**config.mk**
```make
export PLATFORM = sky130hd
export DESIGN_NAME = ebt_timer
export DESIGN_NICKNAME = d
export VERILOG_FILES = /design/src/ebt_pkg.sv /design/src/ebt_tick_if.sv /design/src/ebt_timer.sv /design/src/ebt_prescaler.sv /design/src/ebt_dead_time.sv
export SDC_FILE = /design/constraint.sdc
export NUM_CORES = 1
export LEC_CHECK = 0
export BUFFER_PORTS_ARGS = -buffer_cell sky130_fd_sc_hd__buf_4
export CORE_MARGIN = 4
export CORE_UTILIZATION = 30
export DETAILED_ROUTE_END_ITERATION = 16
export SETUP_SLACK_MARGIN = 0.02
export SLEW_MARGIN = 0
export SYNTH_ARGS = -nofsm -noshare
export SYNTH_HDL_FRONTEND = slang
export SYNTH_SLANG_ARGS = --single-unit
```
**constraint.sdc**
```tcl
create_clock -name mclk -period 3.55 [get_ports mclk]
set_input_delay 0.71 -clock mclk [delete_from_list [all_inputs] [get_ports mclk]]
set_output_delay 0.71 -clock mclk [all_outputs]
set_load 0.005 [all_outputs]
```
**src/ebt_pkg.sv**
```systemverilog
package ebt_pkg;
   // register byte offsets on the apb bus
   localparam logic [7:0] ADDR_CTRL_A = 8'h00;
   localparam logic [7:0] ADDR_CTRL_B = 8'h04;
   localparam logic [7:0] ADDR_COUNT = 8'h08;
   localparam logic [7:0] ADDR_CMP_A = 8'h0C;
   localparam logic [7:0] ADDR_CMP_B = 8'h10;
   localparam logic [7:0] ADDR_FLAGS = 8'h14;
   localparam logic [7:0] ADDR_DEAD = 8'h18;
   localparam logic [7:0] ADDR_SHUT = 8'h1C;

   // control_register_a fields
   localparam int COM_A_LSB = 6;
   localparam int COM_B_LSB = 4;
   localparam int WGM_LO_LSB = 0;
   // control_register_b fields
   localparam int WGM_HI_BIT = 3;
   localparam int CS_LSB = 0;
   localparam int DT_EN_BIT = 4;
   // shutdown/clocking control fields
   localparam int SD_SRC_LSB = 0;
   localparam int SD_EN_BIT = 3;
   localparam int SHARE_BIT = 4;
   localparam int RC_SRC_BIT = 5;
   localparam int NUM_TRIG = 6;
   // timer_flag_register fields
   localparam int FLAG_OVF = 0;
   localparam int FLAG_CMP_A = 1;
   localparam int FLAG_CMP_B = 2;

   localparam logic [7:0] REG_RESET = 8'h00;
   localparam logic [7:0] COUNT_MAX = 8'hFF;
   localparam logic [7:0] COUNT_BOTTOM = 8'h00;

   // waveform_mode_field codes
   localparam logic [2:0] MODE_NORMAL = 3'h0;
   localparam logic [2:0] MODE_PC_MAX = 3'h1;
   localparam logic [2:0] MODE_CLEAR = 3'h2;
   localparam logic [2:0] MODE_FAST_MAX = 3'h3;
   localparam logic [2:0] MODE_PC_CMP = 3'h5;
   localparam logic [2:0] MODE_FAST_CMP = 3'h7;

   // clock_select_field codes
   localparam logic [2:0] CS_STOP = 3'h0;
   localparam logic [2:0] CS_DIV1 = 3'h1;
   localparam logic [2:0] CS_DIV8 = 3'h2;
   localparam logic [2:0] CS_DIV64 = 3'h3;
   localparam logic [2:0] CS_DIV256 = 3'h4;
   localparam logic [2:0] CS_DIV1024 = 3'h5;
   localparam logic [2:0] CS_EXT_FALL = 3'h6;
   localparam logic [2:0] CS_EXT_RISE = 3'h7;

   // output_mode codes
   localparam logic [1:0] COM_OFF = 2'h0;
   localparam logic [1:0] COM_TOGGLE = 2'h1;
   localparam logic [1:0] COM_CLEAR = 2'h2;
   localparam logic [1:0] COM_SET = 2'h3;

   // prescaler width and tap masks
   localparam int PRE_WIDTH = 10;
   localparam logic [9:0] PRE_MASK_8 = 10'h007;
   localparam logic [9:0] PRE_MASK_64 = 10'h03F;
   localparam logic [9:0] PRE_MASK_256 = 10'h0FF;
   localparam logic [9:0] PRE_MASK_1024 = 10'h3FF;
   localparam int NUM_TAPS = 5;
endpackage : ebt_pkg

```
**src/ebt_tick_if.sv**
```systemverilog
`timescale 1ns/1ps
interface ebt_tick_if;
   logic src_rc;
   logic rc_edge;
   logic [4:0] taps;
   modport pre (input src_rc, input rc_edge, output taps);
   modport core (output src_rc, output rc_edge, input taps);
endinterface : ebt_tick_if

```
**src/ebt_timer.sv**
```systemverilog
// How it works
// - count clock comes from a 10-bit prescaler on system clock or doubled rc clock
// - clock select field picks internal division ratio or external source
// - ceiling is 0xFF or compare A; counter clears or turns down there
// - floor is 0x00 and the counter counts upward from it
// - count equal to compare A or B sets the matching compare flag
// - a compare match clears, sets or toggles that channel's waveform output
// - dead-time enable delays waveform turn-on by dead_time_register count clocks
// - output mode field zero stops driving that waveform output
// - selected one of 6 shutdown triggers clears both output mode fields
// - counter overflow sets the overflow flag
// - pwm modes buffer compare writes; normal and match-clear write directly
// - buffered compares move to both active compares together when the count reaches top
// - six mode codes from the 3-bit waveform mode field split over control a and b
// - normal mode code 0 counts up to 0xFF then wraps to zero
// - normal mode sets overflow in the count clock where count returns to zero
// - the prescaler may be shared with the second timer
// - mode code 2 clears the counter when it equals compare A
// - mode codes 3 and 7 are fast pwm with ceiling 0xFF or compare A
// - mode codes 1 and 5 are phase-correct pwm, up then down
`timescale 1ns/1ps
module ebt_timer (
   input wire logic mclk,
   input wire logic sys_rst,
   input wire logic psel,
   input wire logic penable,
   input wire logic pwrite,
   input wire logic [7:0] paddr,
   input wire logic [31:0] pwdata,
   output logic [31:0] prdata,
   output logic pready,
   output logic pslverr,
   input wire logic doubled_rc_clock,
   input wire logic ext_count_pin,
   input wire logic [5:0] shutdown_trig,
   input wire logic [4:0] second_timer_taps,
   output logic [4:0] prescale_taps,
   output logic waveform_out_a,
   output logic waveform_out_a_oe,
   output logic waveform_out_b,
   output logic waveform_out_b_oe
);
   typedef struct packed {
      logic [7:0] ctrl_a;
      logic [7:0] ctrl_b;
      logic [7:0] cnt;
      logic [7:0] cmp_a;
      logic [7:0] cmp_b;
      logic [7:0] buf_a;
      logic [7:0] buf_b;
      logic [7:0] dead;
      logic [7:0] shut;
      logic [2:0] flags;
      logic dir_down;
      logic wave_a;
      logic wave_b;
      logic [31:0] rdata;
      logic [1:0] ext_sync;
      logic ext_prev;
      logic [1:0] rc_sync;
      logic rc_prev;
      logic [5:0] trig_s1;
      logic [5:0] trig_s2;
   } ebt_state_s;

   ebt_state_s st_reg;
   ebt_state_s st_next;
   ebt_tick_if tk ();

   ////////////////////////////////////////////////////////////////////////////
   // helpers

   function automatic logic ebt_is_fast(input logic [2:0] mode);
      return mode == ebt_pkg::MODE_FAST_MAX || mode == ebt_pkg::MODE_FAST_CMP;
   endfunction : ebt_is_fast

   function automatic logic ebt_is_pc(input logic [2:0] mode);
      return mode == ebt_pkg::MODE_PC_MAX || mode == ebt_pkg::MODE_PC_CMP;
   endfunction : ebt_is_pc

   // next waveform level for one channel on a count clock
   function automatic logic ebt_wave(input logic [1:0] com, input logic [2:0] mode, input logic match,
                                     input logic wrap, input logic down, input logic cur);
      logic v;
      v = cur;
      if (match) begin
         case (com)
            ebt_pkg::COM_TOGGLE: v = ~cur;
            ebt_pkg::COM_CLEAR: v = (ebt_is_pc(mode) && down) ? 1'b1 : 1'b0;
            ebt_pkg::COM_SET: v = (ebt_is_pc(mode) && down) ? 1'b0 : 1'b1;
            default: v = cur;
         endcase
      end
      // fast pwm restarts the period at bottom, after any match at top
      if (wrap && ebt_is_fast(mode)) begin
         if (com == ebt_pkg::COM_CLEAR) begin
            v = 1'b1;
         end else if (com == ebt_pkg::COM_SET) begin
            v = 1'b0;
         end
      end
      return v;
   endfunction : ebt_wave

   ////////////////////////////////////////////////////////////////////////////
   // count clock selection

   logic [2:0] mode;
   logic [2:0] cs;
   logic [4:0] taps;
   logic tick;
   logic [7:0] top;

   assign mode = {st_reg.ctrl_b[ebt_pkg::WGM_HI_BIT], st_reg.ctrl_a[ebt_pkg::WGM_LO_LSB +: 2]};
   assign cs = st_reg.ctrl_b[ebt_pkg::CS_LSB +: 3];
   assign tk.src_rc = st_reg.shut[ebt_pkg::RC_SRC_BIT];
   assign tk.rc_edge = st_reg.rc_sync[1] && !st_reg.rc_prev;
   assign taps = st_reg.shut[ebt_pkg::SHARE_BIT] ? second_timer_taps : tk.taps;
   assign prescale_taps = tk.taps;

   ebt_prescaler u_pre (
      .mclk(mclk),
      .sys_rst(sys_rst),
      .tk(tk)
   );

   always_comb begin
      case (cs)
         ebt_pkg::CS_DIV1: tick = taps[0];
         ebt_pkg::CS_DIV8: tick = taps[1];
         ebt_pkg::CS_DIV64: tick = taps[2];
         ebt_pkg::CS_DIV256: tick = taps[3];
         ebt_pkg::CS_DIV1024: tick = taps[4];
         ebt_pkg::CS_EXT_FALL: tick = st_reg.ext_prev && !st_reg.ext_sync[1];
         ebt_pkg::CS_EXT_RISE: tick = !st_reg.ext_prev && st_reg.ext_sync[1];
         default: tick = 1'b0;
      endcase
   end

   // ceiling follows compare a in the match-clear and compare-topped modes
   assign top = (mode == ebt_pkg::MODE_CLEAR || mode == ebt_pkg::MODE_FAST_CMP || mode == ebt_pkg::MODE_PC_CMP)
                ? st_reg.cmp_a : ebt_pkg::COUNT_MAX;

   ////////////////////////////////////////////////////////////////////////////
   // next state

   logic wr;
   logic rd_setup;
   logic mapped;
   logic pwm;
   logic match_a;
   logic match_b;
   logic wrap;
   logic ovf;
   logic reload;
   logic [2:0] sd_sel;

   always_comb begin
      st_next = st_reg;
      // synchronisers; stage one feeds stage two only
      st_next.ext_sync = {st_reg.ext_sync[0], ext_count_pin};
      st_next.ext_prev = st_reg.ext_sync[1];
      st_next.rc_sync = {st_reg.rc_sync[0], doubled_rc_clock};
      st_next.rc_prev = st_reg.rc_sync[1];
      st_next.trig_s1 = shutdown_trig;
      st_next.trig_s2 = st_reg.trig_s1;

      pwm = ebt_is_fast(mode) || ebt_is_pc(mode);
      match_a = st_reg.cnt == st_reg.cmp_a;
      match_b = st_reg.cnt == st_reg.cmp_b;
      wrap = 1'b0;
      ovf = 1'b0;
      reload = 1'b0;

      if (tick) begin
         if (ebt_is_pc(mode)) begin
            if (!st_reg.dir_down) begin
               if (st_reg.cnt == top) begin
                  reload = 1'b1;
                  if (top != ebt_pkg::COUNT_BOTTOM) begin
                     st_next.dir_down = 1'b1;
                     st_next.cnt = st_reg.cnt - 8'h01;
                  end
               end else begin
                  st_next.cnt = st_reg.cnt + 8'h01;
               end
            end else if (st_reg.cnt == ebt_pkg::COUNT_BOTTOM) begin
               ovf = 1'b1;
               st_next.dir_down = 1'b0;
               st_next.cnt = st_reg.cnt + 8'h01;
            end else begin
               st_next.cnt = st_reg.cnt - 8'h01;
            end
         end else if (ebt_is_fast(mode)) begin
            if (st_reg.cnt == top) begin
               ovf = 1'b1;
               reload = 1'b1;
               wrap = 1'b1;
               st_next.cnt = ebt_pkg::COUNT_BOTTOM;
            end else begin
               st_next.cnt = st_reg.cnt + 8'h01;
            end
         end else if (mode == ebt_pkg::MODE_CLEAR && match_a) begin
            st_next.cnt = ebt_pkg::COUNT_BOTTOM;
         end else begin
            // normal mode, and match-clear running past compare a, wrap at max
            ovf = st_reg.cnt == ebt_pkg::COUNT_MAX;
            st_next.cnt = st_reg.cnt + 8'h01;
         end
         st_next.dir_down = st_next.dir_down && ebt_is_pc(mode);
         st_next.wave_a = ebt_wave(st_reg.ctrl_a[ebt_pkg::COM_A_LSB +: 2], mode, match_a, wrap,
                                   st_reg.dir_down, st_reg.wave_a);
         st_next.wave_b = ebt_wave(st_reg.ctrl_a[ebt_pkg::COM_B_LSB +: 2], mode, match_b, wrap,
                                   st_reg.dir_down, st_reg.wave_b);
      end

      if (reload && pwm) begin
         st_next.cmp_a = st_reg.buf_a;
         st_next.cmp_b = st_reg.buf_b;
      end

      // apb: zero wait states, read data captured in the setup cycle
      wr = psel && penable && pwrite;
      rd_setup = psel && !penable && !pwrite;
      case (paddr)
         ebt_pkg::ADDR_CTRL_A, ebt_pkg::ADDR_CTRL_B, ebt_pkg::ADDR_COUNT, ebt_pkg::ADDR_CMP_A,
         ebt_pkg::ADDR_CMP_B, ebt_pkg::ADDR_FLAGS, ebt_pkg::ADDR_DEAD, ebt_pkg::ADDR_SHUT: mapped = 1'b1;
         default: mapped = 1'b0;
      endcase

      if (rd_setup) begin
         case (paddr)
            ebt_pkg::ADDR_CTRL_A: st_next.rdata = {24'h00_0000, st_reg.ctrl_a};
            ebt_pkg::ADDR_CTRL_B: st_next.rdata = {24'h00_0000, st_reg.ctrl_b};
            ebt_pkg::ADDR_COUNT: st_next.rdata = {24'h00_0000, st_reg.cnt};
            ebt_pkg::ADDR_CMP_A: st_next.rdata = {24'h00_0000, pwm ? st_reg.buf_a : st_reg.cmp_a};
            ebt_pkg::ADDR_CMP_B: st_next.rdata = {24'h00_0000, pwm ? st_reg.buf_b : st_reg.cmp_b};
            ebt_pkg::ADDR_FLAGS: st_next.rdata = {29'h0000_0000, st_reg.flags};
            ebt_pkg::ADDR_DEAD: st_next.rdata = {24'h00_0000, st_reg.dead};
            ebt_pkg::ADDR_SHUT: st_next.rdata = {24'h00_0000, st_reg.shut};
            default: st_next.rdata = 32'h0000_0000;
         endcase
      end

      if (wr) begin
         case (paddr)
            ebt_pkg::ADDR_CTRL_A: st_next.ctrl_a = pwdata[7:0];
            ebt_pkg::ADDR_CTRL_B: st_next.ctrl_b = pwdata[7:0];
            ebt_pkg::ADDR_COUNT: st_next.cnt = pwdata[7:0];
            ebt_pkg::ADDR_CMP_A: begin
               st_next.buf_a = pwdata[7:0];
               if (!pwm) begin
                  st_next.cmp_a = pwdata[7:0];
               end
            end
            ebt_pkg::ADDR_CMP_B: begin
               st_next.buf_b = pwdata[7:0];
               if (!pwm) begin
                  st_next.cmp_b = pwdata[7:0];
               end
            end
            ebt_pkg::ADDR_FLAGS: st_next.flags = st_reg.flags & ~pwdata[2:0];
            ebt_pkg::ADDR_DEAD: st_next.dead = pwdata[7:0];
            ebt_pkg::ADDR_SHUT: st_next.shut = pwdata[7:0];
            default: st_next.flags = st_next.flags;
         endcase
      end

      // flags are set after the clear so a same-cycle event is never lost
      if (tick) begin
         st_next.flags[ebt_pkg::FLAG_CMP_A] = st_next.flags[ebt_pkg::FLAG_CMP_A] | match_a;
         st_next.flags[ebt_pkg::FLAG_CMP_B] = st_next.flags[ebt_pkg::FLAG_CMP_B] | match_b;
      end
      st_next.flags[ebt_pkg::FLAG_OVF] = st_next.flags[ebt_pkg::FLAG_OVF] | ovf;

      // hardware shutdown overrides a software write in the same cycle
      sd_sel = st_reg.shut[ebt_pkg::SD_SRC_LSB +: 3];
      if (st_reg.shut[ebt_pkg::SD_EN_BIT] && sd_sel < 3'(ebt_pkg::NUM_TRIG) && st_reg.trig_s2[sd_sel]) begin
         st_next.ctrl_a[ebt_pkg::COM_A_LSB +: 2] = ebt_pkg::COM_OFF;
         st_next.ctrl_a[ebt_pkg::COM_B_LSB +: 2] = ebt_pkg::COM_OFF;
      end
   end

   always_ff @(posedge mclk) begin
      if (sys_rst) begin
         st_reg <= '0;
      end else begin
         st_reg <= st_next;
      end
   end

   ////////////////////////////////////////////////////////////////////////////
   // outputs

   assign prdata = st_reg.rdata;
   assign pready = 1'b1;
   assign pslverr = psel && penable && !mapped;

   // pin direction is the caller's business; oe only says the timer owns it
   assign waveform_out_a_oe = st_reg.ctrl_a[ebt_pkg::COM_A_LSB +: 2] != ebt_pkg::COM_OFF;
   assign waveform_out_b_oe = st_reg.ctrl_a[ebt_pkg::COM_B_LSB +: 2] != ebt_pkg::COM_OFF;

   ebt_dead_time u_dt_a (
      .mclk(mclk),
      .sys_rst(sys_rst),
      .tick(tick),
      .enable(st_reg.ctrl_b[ebt_pkg::DT_EN_BIT]),
      .dead_count(st_reg.dead),
      .wave_in(st_reg.wave_a),
      .wave_out(waveform_out_a)
   );

   ebt_dead_time u_dt_b (
      .mclk(mclk),
      .sys_rst(sys_rst),
      .tick(tick),
      .enable(st_reg.ctrl_b[ebt_pkg::DT_EN_BIT]),
      .dead_count(st_reg.dead),
      .wave_in(st_reg.wave_b),
      .wave_out(waveform_out_b)
   );
endmodule : ebt_timer

```
**src/ebt_prescaler.sv**
```systemverilog
`timescale 1ns/1ps
module ebt_prescaler (
   input wire logic mclk,
   input wire logic sys_rst,
   ebt_tick_if.pre tk
);
   logic [ebt_pkg::PRE_WIDTH-1:0] cnt_reg;
   logic [ebt_pkg::PRE_WIDTH-1:0] cnt_next;
   logic src_tick;

   // the rc source arrives as synchronised edges, so both sources run on mclk
   assign src_tick = tk.src_rc ? tk.rc_edge : 1'b1;

   always_comb begin
      cnt_next = cnt_reg;
      if (src_tick) begin
         cnt_next = cnt_reg + 10'h001;
      end
   end

   always_ff @(posedge mclk) begin
      if (sys_rst) begin
         cnt_reg <= '0;
      end else begin
         cnt_reg <= cnt_next;
      end
   end

   // one-cycle enable per divided period
   assign tk.taps[0] = src_tick;
   assign tk.taps[1] = src_tick && ((cnt_reg & ebt_pkg::PRE_MASK_8) == ebt_pkg::PRE_MASK_8);
   assign tk.taps[2] = src_tick && ((cnt_reg & ebt_pkg::PRE_MASK_64) == ebt_pkg::PRE_MASK_64);
   assign tk.taps[3] = src_tick && ((cnt_reg & ebt_pkg::PRE_MASK_256) == ebt_pkg::PRE_MASK_256);
   assign tk.taps[4] = src_tick && (cnt_reg == ebt_pkg::PRE_MASK_1024);
endmodule : ebt_prescaler

```
**src/ebt_dead_time.sv**
```systemverilog
`timescale 1ns/1ps
module ebt_dead_time (
   input wire logic mclk,
   input wire logic sys_rst,
   input wire logic tick,
   input wire logic enable,
   input wire logic [7:0] dead_count,
   input wire logic wave_in,
   output logic wave_out
);
   typedef struct packed {
      logic [7:0] left;
      logic prev;
      logic out;
   } ebt_dt_s;
   ebt_dt_s st_reg;
   ebt_dt_s st_next;

   always_comb begin
      st_next = st_reg;
      st_next.prev = wave_in;
      if (!enable || dead_count == 8'h00) begin
         st_next.out = wave_in;
         st_next.left = 8'h00;
      end else if (!wave_in) begin
         // falling edges pass at once; only the turn-on is held back
         st_next.out = 1'b0;
         st_next.left = 8'h00;
      end else if (!st_reg.prev) begin
         st_next.left = dead_count;
      end else if (st_reg.left != 8'h00) begin
         if (tick) begin
            st_next.left = st_reg.left - 8'h01;
         end
      end else begin
         st_next.out = 1'b1;
      end
   end

   always_ff @(posedge mclk) begin
      if (sys_rst) begin
         st_reg <= '0;
      end else begin
         st_reg <= st_next;
      end
   end

   assign wave_out = st_reg.out;
endmodule : ebt_dead_time

```
==> flow_metrics.tcl <==
set metrics [dict create \
    numClockSinks 134 \
    tritoncts "built" \
    p_int_mw 2.669 \
    synth_top_area_cell "dfxtp_1" \
    setup_viol 0 \
    grt_overflow_total 0 \
    min_period_ns 3.098 \
    grt_max_degree 54 \
    crit_start "mode[2]" \
    tightest_slew_ns 0.6865 \
    clk_pin_slew_ns 0.06 \
    htreeDepth 4 \
    synth_top_area_share_pct 34.70 \
    slew_headroom_pct 54.19 \
    fin_ws_ns 0.4524 \
    layout-drive-gt1-share_pct 15.42 \
    slowest_delay_ns 0.59 \
    place_ws_ns 0.3150 \
    whs_path_depth 1 \
    arrival_ns 3.43 \
    maxSlewViolCount 0 \
    p_seq_share_pct 44.1 \
    p_per_area_nw_per_um2 388.9 \
    start_util_pct 30.61 \
    synth-edff-count 0 \
    critPathMaxFanout 16 \
    portBuffers 51 \
    setup.worst_path.class "flip-flop to flip-flop" \
    run_status "finished, final reports clean" \
    cp-end-kind "flip-flop" \
    die_w_um 168.5 \
    yosysUniqueCellTypes 77 \
    p_sw_share_pct 23.03 \
    hpwl_mm 16.06 \
    yosys_warnings 0 \
    power.share.clock_pct 51.7 \
    critPathLaunchType "flip-flop" \
    maxCapViolations 0 \
    fmax_mhz 322.8 \
    cts_resized 0 \
    timing.final.hold_violations 0 \
    p_sw_mw 0.7988 \
    drt-initial-drc-count 713 \
    ys_ff_latch 134 \
    rows 58 \
    rrSetupSlack_ns 0.45 \
    setup_tns_ns 0 \
    largest_reg_flops 77 \
    p_leak_nw 3.318 \
    die_area_sq_um 28400 \
    n_antenna_cell 0 \
    min_period_over_period_pct 87.26 \
    cts-buffers-inserted 17 \
    syn_area_sq_um 7730 \
    rsz0062_at_grt "no" \
    cts_buffer_depth 2 \
    fp.coreArea_sq_um 25250 \
    drt_first_pass_iters 7 \
    gp_congestion 0.8964 \
    vdd_drop_max_uv 319.4 \
    p_comb_share_pct 4.2 \
    yosysSeqAreaShare_pct 34.70 \
    io_pins 101 \
    path_cells "or3b_1 > and2_1 > o2111ai_1 > and3_4 > nand4_4 > mux2i_1 > a211oi_1" \
    postCtsHoldBufs 0 \
    antenna_found_initial 0 \
    via_per_inst 5.409 \
    ys_async_sr_fraction_pct 0 \
    hold_path.class "flip-flop to flip-flop" \
    synth.avg_cell_area_sq_um 8.171 \
    post_cts_buffers 0 \
    grt_use_total_pct 15.90 \
    grt_pass1_vias 6589 \
    worstPathRequired_ns 3.88 \
    r2r-end "st_reg[92]" \
    r2r-start "mode[2]" \
    antenna_left 0 \
    clock-root-buffer "clkbuf_16" \
    syn_inst 946 \
    worst_path_max_delay_cell "o2111ai_1" \
    finClkSkew_ns 0.009439 \
    num_vias 7048 \
    crit_end "st_reg[92]" \
    ys.flop_type "dfxtp_1" \
    drcViolationCount 0 \
    num-nets-final 1028 \
    area_growth_pct 15.36 \
    yosys-top-cells-area "dfxtp_1 (35%), mux2i_1 (6.0%), nor2_1 (5.4%), nand2_1 (3.7%), buf_4 (3.4%)" \
    grt_pass1_wl_mm 36.40 \
    die-height_um 168.5 \
    wl_per_cell_um 17.67 \
    clock_latency_ns 0.42 \
    rr_worst_depth 7 \
    wl_mm 23.03 \
]
-- logic make-up (layout without fill, tap and decap cells) --
family | after synthesis | after routing | synth area share, %
AO/OA/AOI/OAI | 200 | 200 | 18.97
AND/OR/NAND/NOR | 377 | 377 | 24.46
XOR/XNOR | 38 | 38 | 4.306
other | 2 | 25 | 0.09716
multiplexers | 58 | 58 | 7.850
flip-flops | 134 | 134 | 34.70
adder cells (fa/ha/maj) | 9 | 9 | 1.457
buffers and inverters | 128 | 132 | 8.158
-- worst max-delay path: cells and delay by family, from the launching register on --
| family | cells | cell delay [ns] |
|---|---|---|
| compound gates | 2 | 0.82 |
| flops | 1 | 0.36 |
| simple gates | 4 | 1.59 |
| mux | 1 | 0.23 |
-- cell type report --
cell class	instances	area (sq um)
Fill cell	2595	16340
Multi-Input combinational cell	707	4526
Sequential cell	134	2683
Timing Repair Buffer	83	635.6
Clock buffer	22	474.2
Tap cell	330	412.9
Clock inverter	9	118.9
Inverter	18	67.56
-- synthesized netlist by cell type (7+ instances only) --
master,n
xor2_1,21
clkbuf_1,60
mux2_2,11
nor2b_1,26
mux2i_1,46
nor3_1,21
a221oi_1,17
ha_1,9
nor4_1,11
nand2b_1,11
xnor2_1,17
nand4_1,15
a21oi_1,51
buf_2,9
inv_1,18
o21ai_0,13
nand2_1,77
nor2_1,112
buf_4,35
a31oi_1,8
nand3_1,51
dfxtp_1,134
a22oi_1,7
o211ai_1,7
a211oi_1,30
-- per-layer routing --
metal | part of all wire [%] | vias to the layer above | routed length [um] | GRT usage (%)
met2 | 45 | 268 | 10380 | 24.81
met3 | 6.0 | 36 | 1385 | 2.872
li1 | - | 3395 | - | -
met1 | 47 | 3349 | 10770 | 22.17
met5 | 0 | - | 0 | 0
met4 | 2.1 | 0 | 488 | 5.469
-- power by group through the flow --
stage	clock network, mW	logic (mW)	registers, mW
global placement	0	0.145	1.56
global route	1.89	0.161	1.53
detailed placement	0	0.146	1.56
floorplan	0	0.105	1.56
CTS	1.81	0.147	1.53
finish	1.79	0.147	1.53
-- per-stage QoR --
step | cell area, sq um | cells | util, % | hold slack [ns] | total power [mW]
2_1_floorplan | 7816 | 969 | - | 0.4138 | 1.664
3_3_place_gp | 8324 | 1272 | 32.96 | 0.4183 | 1.707
3_5_place_dp | 8324 | 1272 | 32.96 | 0.4231 | 1.708
4_1_cts | 8917 | 1303 | 35.31 | 0.4367 | 3.485
5_1_grt | 8917 | 1303 | 35.31 | 0.4552 | 3.576
6_report | 8917 | 1303 | 35.31 | 0.4332 | 3.468
-- how the worst min path moves through the flow --
stage,start,to,slack (ns)
after floorplan,st_next[14],st_next[12],0.41
after global placement,st_next[3],st_reg[3],0.42
after detailed placement,st_next[3],st_reg[3],0.42
after CTS,st_next[3],st_reg[3],0.44
after global routing,st_next[5],st_reg[5],0.46
final,st_next[2],st_reg[2],0.43
-- layout by cell type, fill, tap and decap left out, types with 5 or more instances in the layout --
master / synthesis / final
a2111oi_0: 5 / 5
a211oi_1: 30 / 30
a21o_1: 5 / 5
a21oi_1: 51 / 50
a221oi_1: 17 / 17
a222oi_1: 6 / 6
a22oi_1: 7 / 7
a31oi_1: 8 / 8
and2_1: 6 / 6
and3_1: 6 / 6
buf_4: 35 / 82
clkbuf_16: 0 / 17
conb_1: 2 / 25
dfxtp_1: 134 / 134
ha_1: 9 / 9
inv_1: 18 / 18
mux2_2: 11 / 11
mux2i_1: 46 / 46
nand2_1: 77 / 77
nand2b_1: 11 / 11
nand3_1: 51 / 51
nand3b_1: 6 / 6
nand4_1: 15 / 15
nor2_1: 112 / 112
nor2b_1: 26 / 26
nor3_1: 21 / 21
nor3b_1: 5 / 5
nor4_1: 11 / 9
o211ai_1: 7 / 7
o21ai_0: 13 / 13
o22ai_1: 5 / 5
or3_1: 5 / 5
xnor2_1: 17 / 17
xor2_1: 21 / 21
No activity file was read; power rests on OpenSTA's default activity.
